`src/hdl/dlb_pkg.sv`:
```
`default_nettype none
package dlb_pkg;
  // Register word indices; addr[9:2] selects the register, so the byte address is four times each.
  localparam logic [7:0] DLB_IDX_LED = 8'h62;
  localparam logic [7:0] DLB_IDX_BUZ = 8'h63;
  localparam int DLB_ADDR_W = 10;
  localparam int DLB_EN_BIT = 0;
  localparam int DLB_SEL_LO_BIT = 1;
  localparam int DLB_SEL_HI_BIT = 2;
  localparam logic [7:0] DLB_CTRL_RST = 8'h00;
  localparam logic [7:0] DLB_CTRL_MASK = 8'h07;
  localparam logic [1:0] DLB_RESP_OKAY = 2'b00;
  localparam logic [1:0] DLB_RESP_SLVERR = 2'b10;
  // Clock and pattern timing.
  localparam int DLB_CLK_HZ = 10_000_000;
  localparam int DLB_TICK_US = 1_000;
  localparam int DLB_TICK_CYC = DLB_CLK_HZ / 1_000_000 * DLB_TICK_US;
  // Pattern figures in milliseconds (ticks of 1 ms).
  localparam int DLB_FAST_HALF_MS = 100;
  localparam int DLB_NORM_HALF_MS = 500;
  localparam int DLB_SHORT_ON_MS = 50;
  localparam int DLB_SHORT_PER_MS = 1_000;
  localparam int DLB_BEEP_SHORT_MS = 100;
  localparam int DLB_BEEP_NORM_MS = 300;
  localparam int DLB_BEEP_LONG_MS = 800;
  localparam int DLB_BEEP_PER_MS = 1_000;

  typedef enum logic [1:0] {
    DLB_SEL_STEADY,
    DLB_SEL_ONE,
    DLB_SEL_TWO,
    DLB_SEL_THREE
  } dlb_sel_e;

  typedef struct packed {
    logic enable;
    logic [1:0] sel;
  } dlb_ctrl_s;
endpackage : dlb_pkg
`default_nettype wire

```
`src/hdl/dlb_ctrl.sv`:
```
// Contract
// - Separate read/write control registers for the diagnostic LED and the buzzer.
// - Bit 0 enable, bit 1 select low, bit 2 select high; rest unused.
// - With LED enable set, the LED shows the selected pattern.
// - LED select: 0 steady, 1 fast, 2 normal, 3 short flicker.
// - With buzzer enable set, the buzzer sounds the selected pattern.
// - Buzzer select: 0 continuous, 1 short, 2 normal, 3 long beep.
`default_nettype none
module dlb_ctrl (
  input wire logic aclk, // system clock, 10 MHz
  input wire logic aresetn, // synchronous reset, active low
  input wire logic [9:0] s_axi_awaddr, // write address
  input wire logic [2:0] s_axi_awprot, // write protection, ignored
  input wire logic s_axi_awvalid, // write address valid
  output logic s_axi_awready, // write address ready
  input wire logic [31:0] s_axi_wdata, // write data
  input wire logic [3:0] s_axi_wstrb, // write byte strobes
  input wire logic s_axi_wvalid, // write data valid
  output logic s_axi_wready, // write data ready
  output logic [1:0] s_axi_bresp, // write response
  output logic s_axi_bvalid, // write response valid
  input wire logic s_axi_bready, // write response ready
  input wire logic [9:0] s_axi_araddr, // read address
  input wire logic [2:0] s_axi_arprot, // read protection, ignored
  input wire logic s_axi_arvalid, // read address valid
  output logic s_axi_arready, // read address ready
  output logic [31:0] s_axi_rdata, // read data
  output logic [1:0] s_axi_rresp, // read response
  output logic s_axi_rvalid, // read data valid
  input wire logic s_axi_rready, // read data ready
  output logic diagnostic_indicator, // LED drive, active high
  output logic buzzer // buzzer drive, active high
);
  import dlb_pkg::*;

  function automatic logic [7:0] dlb_word_idx(input logic [9:0] addr);
    return addr[9:2];
  endfunction : dlb_word_idx

  function automatic logic [9:0] dlb_ms(input int ms);
    return ms[9:0];
  endfunction : dlb_ms

  logic [7:0] led_ctrl_r;
  logic [7:0] buz_ctrl_r;
  logic [9:0] awaddr_r;
  logic aw_held_r;
  logic [31:0] wdata_r;
  logic [3:0] wstrb_r;
  logic w_held_r;
  logic [15:0] div_r;
  logic tick_r;
  logic led_pat;
  logic buz_pat;
  dlb_ctrl_s led_c;
  dlb_ctrl_s buz_c;
  logic [7:0] widx;
  logic [7:0] ridx;
  logic do_write;

  assign widx = dlb_word_idx(awaddr_r);
  assign ridx = dlb_word_idx(s_axi_araddr);
  assign do_write = aw_held_r && w_held_r && !s_axi_bvalid;

  // Write address and data are captured independently, in either order.
  always_ff @(posedge aclk) begin
    if (!aresetn) begin
      aw_held_r <= 1'b0;
      awaddr_r <= '0;
    end else if (s_axi_awvalid && s_axi_awready) begin
      aw_held_r <= 1'b1;
      awaddr_r <= s_axi_awaddr;
    end else if (do_write) begin
      aw_held_r <= 1'b0;
    end
  end

  always_ff @(posedge aclk) begin
    if (!aresetn) begin
      w_held_r <= 1'b0;
      wdata_r <= '0;
      wstrb_r <= '0;
    end else if (s_axi_wvalid && s_axi_wready) begin
      w_held_r <= 1'b1;
      wdata_r <= s_axi_wdata;
      wstrb_r <= s_axi_wstrb;
    end else if (do_write) begin
      w_held_r <= 1'b0;
    end
  end

  always_ff @(posedge aclk) begin
    if (!aresetn) begin
      s_axi_awready <= 1'b0;
      s_axi_wready <= 1'b0;
    end else begin
      s_axi_awready <= !aw_held_r && !(s_axi_awvalid && s_axi_awready) && !s_axi_bvalid;
      s_axi_wready <= !w_held_r && !(s_axi_wvalid && s_axi_wready) && !s_axi_bvalid;
    end
  end

  // Only the three defined bits are stored; the others read back as zero.
  always_ff @(posedge aclk) begin
    if (!aresetn) begin
      led_ctrl_r <= DLB_CTRL_RST;
      buz_ctrl_r <= DLB_CTRL_RST;
    end else if (do_write && wstrb_r[0]) begin
      if (widx == DLB_IDX_LED) begin
        led_ctrl_r <= wdata_r[7:0] & DLB_CTRL_MASK;
      end
      if (widx == DLB_IDX_BUZ) begin
        buz_ctrl_r <= wdata_r[7:0] & DLB_CTRL_MASK;
      end
    end
  end

  always_ff @(posedge aclk) begin
    if (!aresetn) begin
      s_axi_bvalid <= 1'b0;
      s_axi_bresp <= DLB_RESP_OKAY;
    end else if (do_write) begin
      s_axi_bvalid <= 1'b1;
      s_axi_bresp <= (widx == DLB_IDX_LED || widx == DLB_IDX_BUZ) ? DLB_RESP_OKAY
                                                                   : DLB_RESP_SLVERR;
    end else if (s_axi_bready) begin
      s_axi_bvalid <= 1'b0;
    end
  end

  always_ff @(posedge aclk) begin
    if (!aresetn) begin
      s_axi_arready <= 1'b0;
    end else begin
      s_axi_arready <= !s_axi_arready && !s_axi_rvalid && s_axi_arvalid;
    end
  end

  always_ff @(posedge aclk) begin
    if (!aresetn) begin
      s_axi_rvalid <= 1'b0;
      s_axi_rdata <= '0;
      s_axi_rresp <= DLB_RESP_OKAY;
    end else if (s_axi_arvalid && s_axi_arready) begin
      s_axi_rvalid <= 1'b1;
      s_axi_rresp <= DLB_RESP_OKAY;
      if (ridx == DLB_IDX_LED) begin
        s_axi_rdata <= {24'h00_0000, led_ctrl_r};
      end else if (ridx == DLB_IDX_BUZ) begin
        s_axi_rdata <= {24'h00_0000, buz_ctrl_r};
      end else begin
        s_axi_rdata <= '0;
        s_axi_rresp <= DLB_RESP_SLVERR;
      end
    end else if (s_axi_rready) begin
      s_axi_rvalid <= 1'b0;
    end
  end

  // Fixed divider gives a 1 ms enable for both pattern generators.
  always_ff @(posedge aclk) begin
    if (!aresetn) begin
      div_r <= '0;
      tick_r <= 1'b0;
    end else if (div_r == 16'(DLB_TICK_CYC - 1)) begin
      div_r <= '0;
      tick_r <= 1'b1;
    end else begin
      div_r <= div_r + 16'h0001;
      tick_r <= 1'b0;
    end
  end

  assign led_c.enable = led_ctrl_r[DLB_EN_BIT];
  assign led_c.sel = {led_ctrl_r[DLB_SEL_HI_BIT], led_ctrl_r[DLB_SEL_LO_BIT]};
  assign buz_c.enable = buz_ctrl_r[DLB_EN_BIT];
  assign buz_c.sel = {buz_ctrl_r[DLB_SEL_HI_BIT], buz_ctrl_r[DLB_SEL_LO_BIT]};

  // Select 0 is steady; 1 fast, 2 normal, 3 short flicker.
  dlb_pattern u_led (
    .aclk(aclk),
    .aresetn(aresetn),
    .tick(tick_r),
    .ctrl(led_c),
    .on_1(dlb_ms(DLB_FAST_HALF_MS)),
    .on_2(dlb_ms(DLB_NORM_HALF_MS)),
    .on_3(dlb_ms(DLB_SHORT_ON_MS)),
    .per_1(dlb_ms(2 * DLB_FAST_HALF_MS)),
    .per_2(dlb_ms(2 * DLB_NORM_HALF_MS)),
    .per_3(dlb_ms(DLB_SHORT_PER_MS)),
    .out_r(led_pat)
  );

  // Select 0 is continuous; 1 short, 2 normal, 3 long beep.
  dlb_pattern u_buz (
    .aclk(aclk),
    .aresetn(aresetn),
    .tick(tick_r),
    .ctrl(buz_c),
    .on_1(dlb_ms(DLB_BEEP_SHORT_MS)),
    .on_2(dlb_ms(DLB_BEEP_NORM_MS)),
    .on_3(dlb_ms(DLB_BEEP_LONG_MS)),
    .per_1(dlb_ms(DLB_BEEP_PER_MS)),
    .per_2(dlb_ms(DLB_BEEP_PER_MS)),
    .per_3(dlb_ms(DLB_BEEP_PER_MS)),
    .out_r(buz_pat)
  );

  always_ff @(posedge aclk) begin
    if (!aresetn) begin
      diagnostic_indicator <= 1'b0;
      buzzer <= 1'b0;
    end else begin
      diagnostic_indicator <= led_pat;
      buzzer <= buz_pat;
    end
  end
endmodule : dlb_ctrl
`default_nettype wire

```
`src/hdl/dlb_pattern.sv`:
```
`default_nettype none
module dlb_pattern (
  input wire logic aclk, // system clock
  input wire logic aresetn, // synchronous reset, active low
  input wire logic tick, // one-cycle 1 ms enable
  input wire dlb_pkg::dlb_ctrl_s ctrl, // enable and pattern select
  input wire logic [9:0] on_1, // on time for select 1
  input wire logic [9:0] on_2, // on time for select 2
  input wire logic [9:0] on_3, // on time for select 3
  input wire logic [9:0] per_1, // period for select 1
  input wire logic [9:0] per_2, // period for select 2
  input wire logic [9:0] per_3, // period for select 3
  output logic out_r // pattern output, registered
);
  import dlb_pkg::*;
  logic [9:0] cnt_r;
  logic [9:0] on_t;
  logic [9:0] per_t;

  always_comb begin
    unique case (dlb_sel_e'(ctrl.sel))
      DLB_SEL_ONE: begin
        on_t = on_1;
        per_t = per_1;
      end
      DLB_SEL_TWO: begin
        on_t = on_2;
        per_t = per_2;
      end
      DLB_SEL_THREE: begin
        on_t = on_3;
        per_t = per_3;
      end
      DLB_SEL_STEADY: begin
        on_t = per_1;
        per_t = per_1;
      end
    endcase
  end

  // Restarting the phase on disable makes each enable begin with an on phase.
  always_ff @(posedge aclk) begin
    if (!aresetn || !ctrl.enable) begin
      cnt_r <= '0;
    end else if (tick) begin
      cnt_r <= (cnt_r >= per_t - 10'd1) ? '0 : cnt_r + 10'd1;
    end
  end

  always_ff @(posedge aclk) begin
    if (!aresetn) begin
      out_r <= 1'b0;
    end else begin
      out_r <= ctrl.enable && (ctrl.sel == 2'd0 || cnt_r < on_t);
    end
  end
endmodule : dlb_pattern
`default_nettype wire

```
`config.mk`:
```
export PLATFORM = sky130hd
export DESIGN_NAME = dlb_ctrl
export DESIGN_NICKNAME = d
export VERILOG_FILES = /design/src/hdl/dlb_pkg.sv /design/src/hdl/dlb_ctrl.sv /design/src/hdl/dlb_pattern.sv
export SDC_FILE = /design/constraint.sdc
export NUM_CORES = 1
export LEC_CHECK = 0
export ABC_AREA = 1
export BUFFER_PORTS_ARGS = -buffer_cell sky130_fd_sc_hd__buf_2
export CAP_MARGIN = 20
export CORE_MARGIN = 2
export CORE_UTILIZATION = 47
export DETAILED_ROUTE_END_ITERATION = 16
export PLACE_DENSITY = 0.76
export SLEW_MARGIN = 20
export SYNTH_ARGS = -nofsm -noshare
export SYNTH_HDL_FRONTEND = slang
export SYNTH_SLANG_ARGS = --single-unit
```
`constraint.sdc`:
```
create_clock -name aclk -period 1.82 [get_ports aclk]
set_input_delay 0.364 -clock aclk [delete_from_list [all_inputs] [get_ports aclk]]
set_output_delay 0.364 -clock aclk [all_outputs]
set_load 0.005 [all_outputs]
```
# After elaboration in Yosys (flattened, before gate mapping)
# Cells that the tools add are included.
[totals]
register_bits = 104
out_inout_bits = 43
wordCells = 104
[classes]
n_eq_ne = 11
magnitude_cmp = 4
muxes = 19
bitwise = 1
n_reduce_logical = 41
add_sub_neg = 5
[op_table]
columns = ["operator", "count"]
rows = [
  ["10-bit case mux with 4 select lines", 2],
  ["8-bit by 7-bit == test with 1-bit output, second input constant", 4],
  ["10-bit two-way mux", 3],
  ["10-bit by 1-bit adder with 10-bit output, second input constant", 2],
  ["10-bit greater-or-equal comparator", 2],
  ["10-bit < comparator", 2],
  ["10-bit case mux with 2 select lines", 1],
  ["10-bit by 1-bit subtractor with 10-bit output, second input constant", 2],
  ["16-bit by 1-bit adder with 16-bit output, second input constant", 1],
  ["16-bit by 14-bit == test with 1-bit output, second input constant", 1],
  ["1-bit logical AND", 14],
  ["1-bit logical NOT", 10],
  ["2-bit == test, second input constant", 4],
  ["1-bit two-way mux", 8],
  ["2-bit nonzero test", 4],
  ["2-bit two-way mux", 3],
  ["3-bit two-way mux", 2],
  ["2-bit OR reduction", 3],
  ["1-bit logical OR", 5],
  ["2-bit by 1-bit == test with 1-bit output, second input constant", 2],
  ["2-bit logical NOT", 2],
  ["2-bit AND reduction", 2],
  ["4-bit OR reduction", 1],
  ["1-bit NOT", 1],
]

# Logic depth before layout (Yosys ltp)
[logic_depth]
depth_word = 6
depth_mapped = 11

# Cells and area by module
# Synthesis repeated with hierarchy kept, for this count alone.
[unflattened]
hier_cells = 862
area_unflattened_um2 = 5600.4
[by_module_without_submodules]
columns = ["module", "cells_per_inst", "area_each_um2", "n_inst"]
rows = [
  ["dlb_ctrl", 354, 2411.1, 1],
  ["dlb_pattern (u_led)", 250, 1609.0, 1],
  ["dlb_pattern (u_buz)", 258, 1580.3, 1],
]

# Worst setup path after synthesis
# No wires, ideal clock.
[synth_timing]
path_type = "register -> register"
startpoint = "register led_ctrl_r[2]"
endpoint = "register u_led.cnt_r[0]"
t_arrival_ns = 1.764
stages_incl_launch_ff = 12
n_path_buf = 0
required_time_ns = 1.700
setup_slack_ns = -0.064
cell_sequence = "dfxtp_1 -> inv_1 -> ha_1 -> or2_2 -> ha_1 -> nand2_1 -> nor2_1 -> nand2_1 -> nand2_1 -> nand2_1 -> nand2_1 -> nor2_1"
[synth_between]
elab_chain_len = 6
elab_cells_between_ends = 10
cone_classes = "add/sub: 1; order compare: 1; eq/ne: 3; mux: 2; reduce/logical: 3"
[synth_rtl]
columns = ["item", "line_no", "rtl"]
rows = [
  ["start, declared", "dlb_ctrl.sv:44", "logic [7:0] led_ctrl_r;"],
  ["start signal, assigned", "dlb_ctrl.sv:109", "led_ctrl_r <= wdata_r[7:0] & DLB_CTRL_MASK;"],
  ["2-bit by 1-bit == test with 1-bit output (tied with other cells)", "dlb_pattern.sv:21", "unique case (dlb_sel_e'(ctrl.sel))"],
  ["2-bit OR reduction (no line)", "-", ""],
  ["10-bit case mux with 2 select lines *", "dlb_pattern.sv:21", ""],
  ["10-bit by 1-bit subtractor with 10-bit output *", "dlb_pattern.sv:46", "cnt_r <= (cnt_r >= per_t - 10'd1) ? '0 : cnt_r + 10'd1;"],
  ["10-bit greater-or-equal comparator *", "dlb_pattern.sv:46", ""],
  ["10-bit two-way mux *", "dlb_pattern.sv:46", ""],
  ["end signal, assigned", "dlb_pattern.sv:46", ""],
  ["end, declared", "dlb_pattern.sv:16", "logic [9:0] cnt_r;"],
]
# Every way passes the cells marked *; elsewhere a longest branch is shown, timed or not. The select of a mux whose other input is x is not followed.
# A chain may end at the register's enable or synchronous reset.

# Worst setup path in the final report
[layout_timing]
startpoint = "register led_ctrl_r[2]"
endpoint = "register u_led.cnt_r[5]"
# The elaborated chain is that of the path after synthesis.

==> results.json <==
{
  "drv_slew": 0,
  "critPathLaunch": "led_ctrl_r[2]",
  "synth_top_area_share_pct": 37.16,
  "grt_start_max_net_pins": 20,
  "placement.io_buffers": 38,
  "route.vias.total": 3330,
  "clock-root-buffer": "clkbuf_8",
  "clk_latency_ps": 340,
  "diodes": 0,
  "avgRoutedWirePerCell_microns": 10.95,
  "drt_iter0_drc": 122,
  "viasPerCell": 4.826,
  "grt_pass1_wl_microns": 12830,
  "num_io_pins": 112,
  "dominantRegCellSynth": "dfxtp_1",
  "yosys.area.top_type": "dfxtp_1",
  "die_area_sq_um": 8876,
  "postSynthAreaPerCell_sq_um": 7.190,
  "slowest_delay_ps": 340,
  "worst_hold_path_type": "in2reg",
  "fin_skew_ps": 13.39,
  "yosysSeqAreaShare_pct": 37.16,
  "arrival_ps": 2070,
  "core_sq_um": 7807,
  "clockPowerShare_pct": 43.0,
  "setup_viol": 0,
  "synth_warnings": 0,
  "p_int_uw": 2418,
  "status": "completed",
  "critical-path-slowest-cell": "dfxtp_1",
  "tritoncts": "done",
  "period_share_pct": 98.62,
  "overflow": 0,
  "cp.depth": 9,
  "r2r_setup_slack_ps": 30,
  "track_usage_pct": 18.14,
  "cts_hold_buf": 0,
  "area_delta_synth_final_pct": 12.69,
  "vdd.ir_drop.worst_mv": 0.5702,
  "path_class": "reg2reg",
  "synth-seq-cells": 71,
  "yosysMostFrequentCell": "nand2_1",
  "worst-path-buf-inv": 3,
  "async_reset_ff_share_pct": 0,
  "min_path_cells": 4,
  "cp_max_fo": 3,
  "antenna_found_initial": 0,
  "synth_edf_count": 0,
  "p_leak_uw": 0.001971,
  "worstRegToRegCells": 9,
  "drc": 0,
  "synth_area_leaders": "dfxtp_1 (37%), nand2_1 (8.7%), nor2_1 (8.4%)",
  "finalSetupTns_ps": 0,
  "cts_buffers": 9,
  "seqPwrFrac_pct": 51.8,
  "cts-htree-levels": 3,
  "initial_utilization_pct": 48.99,
  "cp-start-kind": "register",
  "total_power_uw": 3124,
  "synth_cells": 532,
  "critical-path-top-delay-family": "adder cells",
  "routed_wl_microns": 7554,
  "end_kind": "register",
  "fp-row-count": 32,
  "synth_area_sq_um": 3825,
  "final_cell_area_sq_um": 4310,
  "gp_congestion": 0.8703,
  "swShare_pct": 22.59,
  "crit_path_cell_trace": "inv_2, ha_1, or2_4, ha_4, a21oi_1, nand2_2, buf_4, buf_4, a21oi_1",
  "synth_top_cells_by_count": "nand2_1 (89), nor2_1 (86), dfxtp_1 (71), inv_1 (70), nand3_1 (33)",
  "layout-drive-gt1-share_pct": 16.50,
  "place_area_sq_um": 4059,
  "cts_sinks": 71,
  "dieHeight_microns": 94.21,
  "clk_pin_slew_worst_paths_ps": 70,
  "grt_pass1_vias": 3077,
  "pwr-share-comb_pct": 5.2,
  "power.net_switching_uw": 705.6,
  "period_minus_slack_ps": 1795,
  "hold-path-endpoint": "s_axi_rvalid",
  "antenna_left": 0,
  "final_util_pct": 55.21,
  "yosysUniqueCellTypes": 34,
  "cts_buffer_depth": 2,
  "finalHoldViolCount": 0,
  "holdWs_ps": 264.1,
  "power.density_nw_per_um2": 724.7,
  "drtPass1Iterations": 4,
  "hold_start": "s_axi_rready",
  "fp.dieW_microns": 94.21,
  "cap_violations": 0,
  "regToRegEndpoint": "u_led.cnt_r[5]",
  "rr_startpoint": "led_ctrl_r[2]",
  "dp_hpwl_microns": 5642,
  "fin_nets": 678,
  "cp.required_ps": 2090,
  "fillers": 735,
  "max_freq_mhz": 557.2
}
-- worst max path at each step --
| stage | slack [ps] | to |
|---|---|---|
| after floorplan | 0.1 | u_led.cnt_r[6] |
| final | 30 | u_led.cnt_r[5] |
| after global placement | -50 | u_led.cnt_r[6] |
| after CTS | 70 | u_led.cnt_r[1] |
| after global routing | -30 | u_led.cnt_r[6] |
| after detailed placement | -100 | u_led.cnt_r[6] |
-- sequential cells by signal, summed over array words and instances (netlist names), 3 cells and up --
signal       count
wdata_r          3
awaddr_r         8
s_axi_rdata      3
led_ctrl_r       3
buz_ctrl_r       3
div_r           16
u_led.cnt_r     10
u_buz.cnt_r     10
-- cell type report --
cell class	count	area (sq um)	area share, %
flip-flops and latches	71	1423	33.00
multi-input cells	378	1996	46.30
inverters	75	281.5	6.531
clock buffers	9	123.9	2.874
clock inverters	6	86.33	2.003
repair buffers	49	272.8	6.328
well taps	102	127.6	2.961
-- cells in the final DEF (no fill, tap or decap), types with 2 or more instances in the layout --
cell and n:
a21oi_1 30, a21oi_2 4, buf_2 38, buf_4 11, bufinv_16 2, clkbuf_8 9, clkinv_1 2, clkinv_2 2
conb_1 31, dfxtp_1 70, ha_1 23, inv_1 68, inv_2 5, nand2_1 86, nand2_2 7, nand2_4 2
nand3_1 33, nand4_1 11, nor2_1 84, nor2_2 4, nor3_1 9, nor3_2 3, nor3_4 2, nor4_1 2
o21ai_0 25, o21bai_1 2, or2_2 2, xnor2_1 3, xor2_1 7
-- cell families (layout without fill, tap and decap cells) --
| kind of cell | count (synthesis) | in the layout | synth area share [%] |
|---|---|---|---|
| other | 1 | 31 | 0.09804 |
| AOI/OAI and AO/OA | 64 | 64 | 9.061 |
| DFF | 71 | 71 | 37.16 |
| adders and majority gates | 25 | 25 | 8.178 |
| buffers and inverters | 113 | 139 | 14.52 |
| and+or+nand+nor | 248 | 248 | 28.69 |
| xor gates and xnor gates | 10 | 10 | 2.290 |
-- layer usage --
metal / part of all wire (%) / vias to the layer above / global-route usage [%]
met1: 44 / 1516 / 21.15
li1: - / 1729 / -
met3: 3.2 / 16 / 3.130
met4: 2.6 / 0 / 10.02
met2: 50 / 69 / 31.37
met5: 0 / - / 0
-- worst register-to-register path: stages, from the launching register on --
cell	delay, ps
dfxtp_1	340
inv_2	60
ha_1	190
or2_4	270
ha_4	240
a21oi_1	190
nand2_2	90
buf_4	130
buf_4	120
a21oi_1	110
-- per-stage QoR --
stage / setup slack (ps) / cells
after CTS: 67.90 / 689
final: 25.19 / 690
after floorplan: 0.1154 / 562
after global placement: -52.76 / 674
after detailed placement: -97.46 / 674
after global routing: -25.34 / 690
-- power groups by stage --
stage	clock (uW)	combinational, uW	sequential, uW
6_report	1340	163	1620
4_1_cts	1380	163	1620
3_5_place_dp	0	163	1650
5_1_grt	1440	192	1620
3_3_place_gp	0	158	1650
2_1_floorplan	0	156	1650
-- repair_timing --
item,4_1_cts,5_1_grt
resized for setup,6,4
buffers inserted,0,1
pin swaps,1,5
setup endpoints to repair,8,9
(Power assumes the default switching activity.)
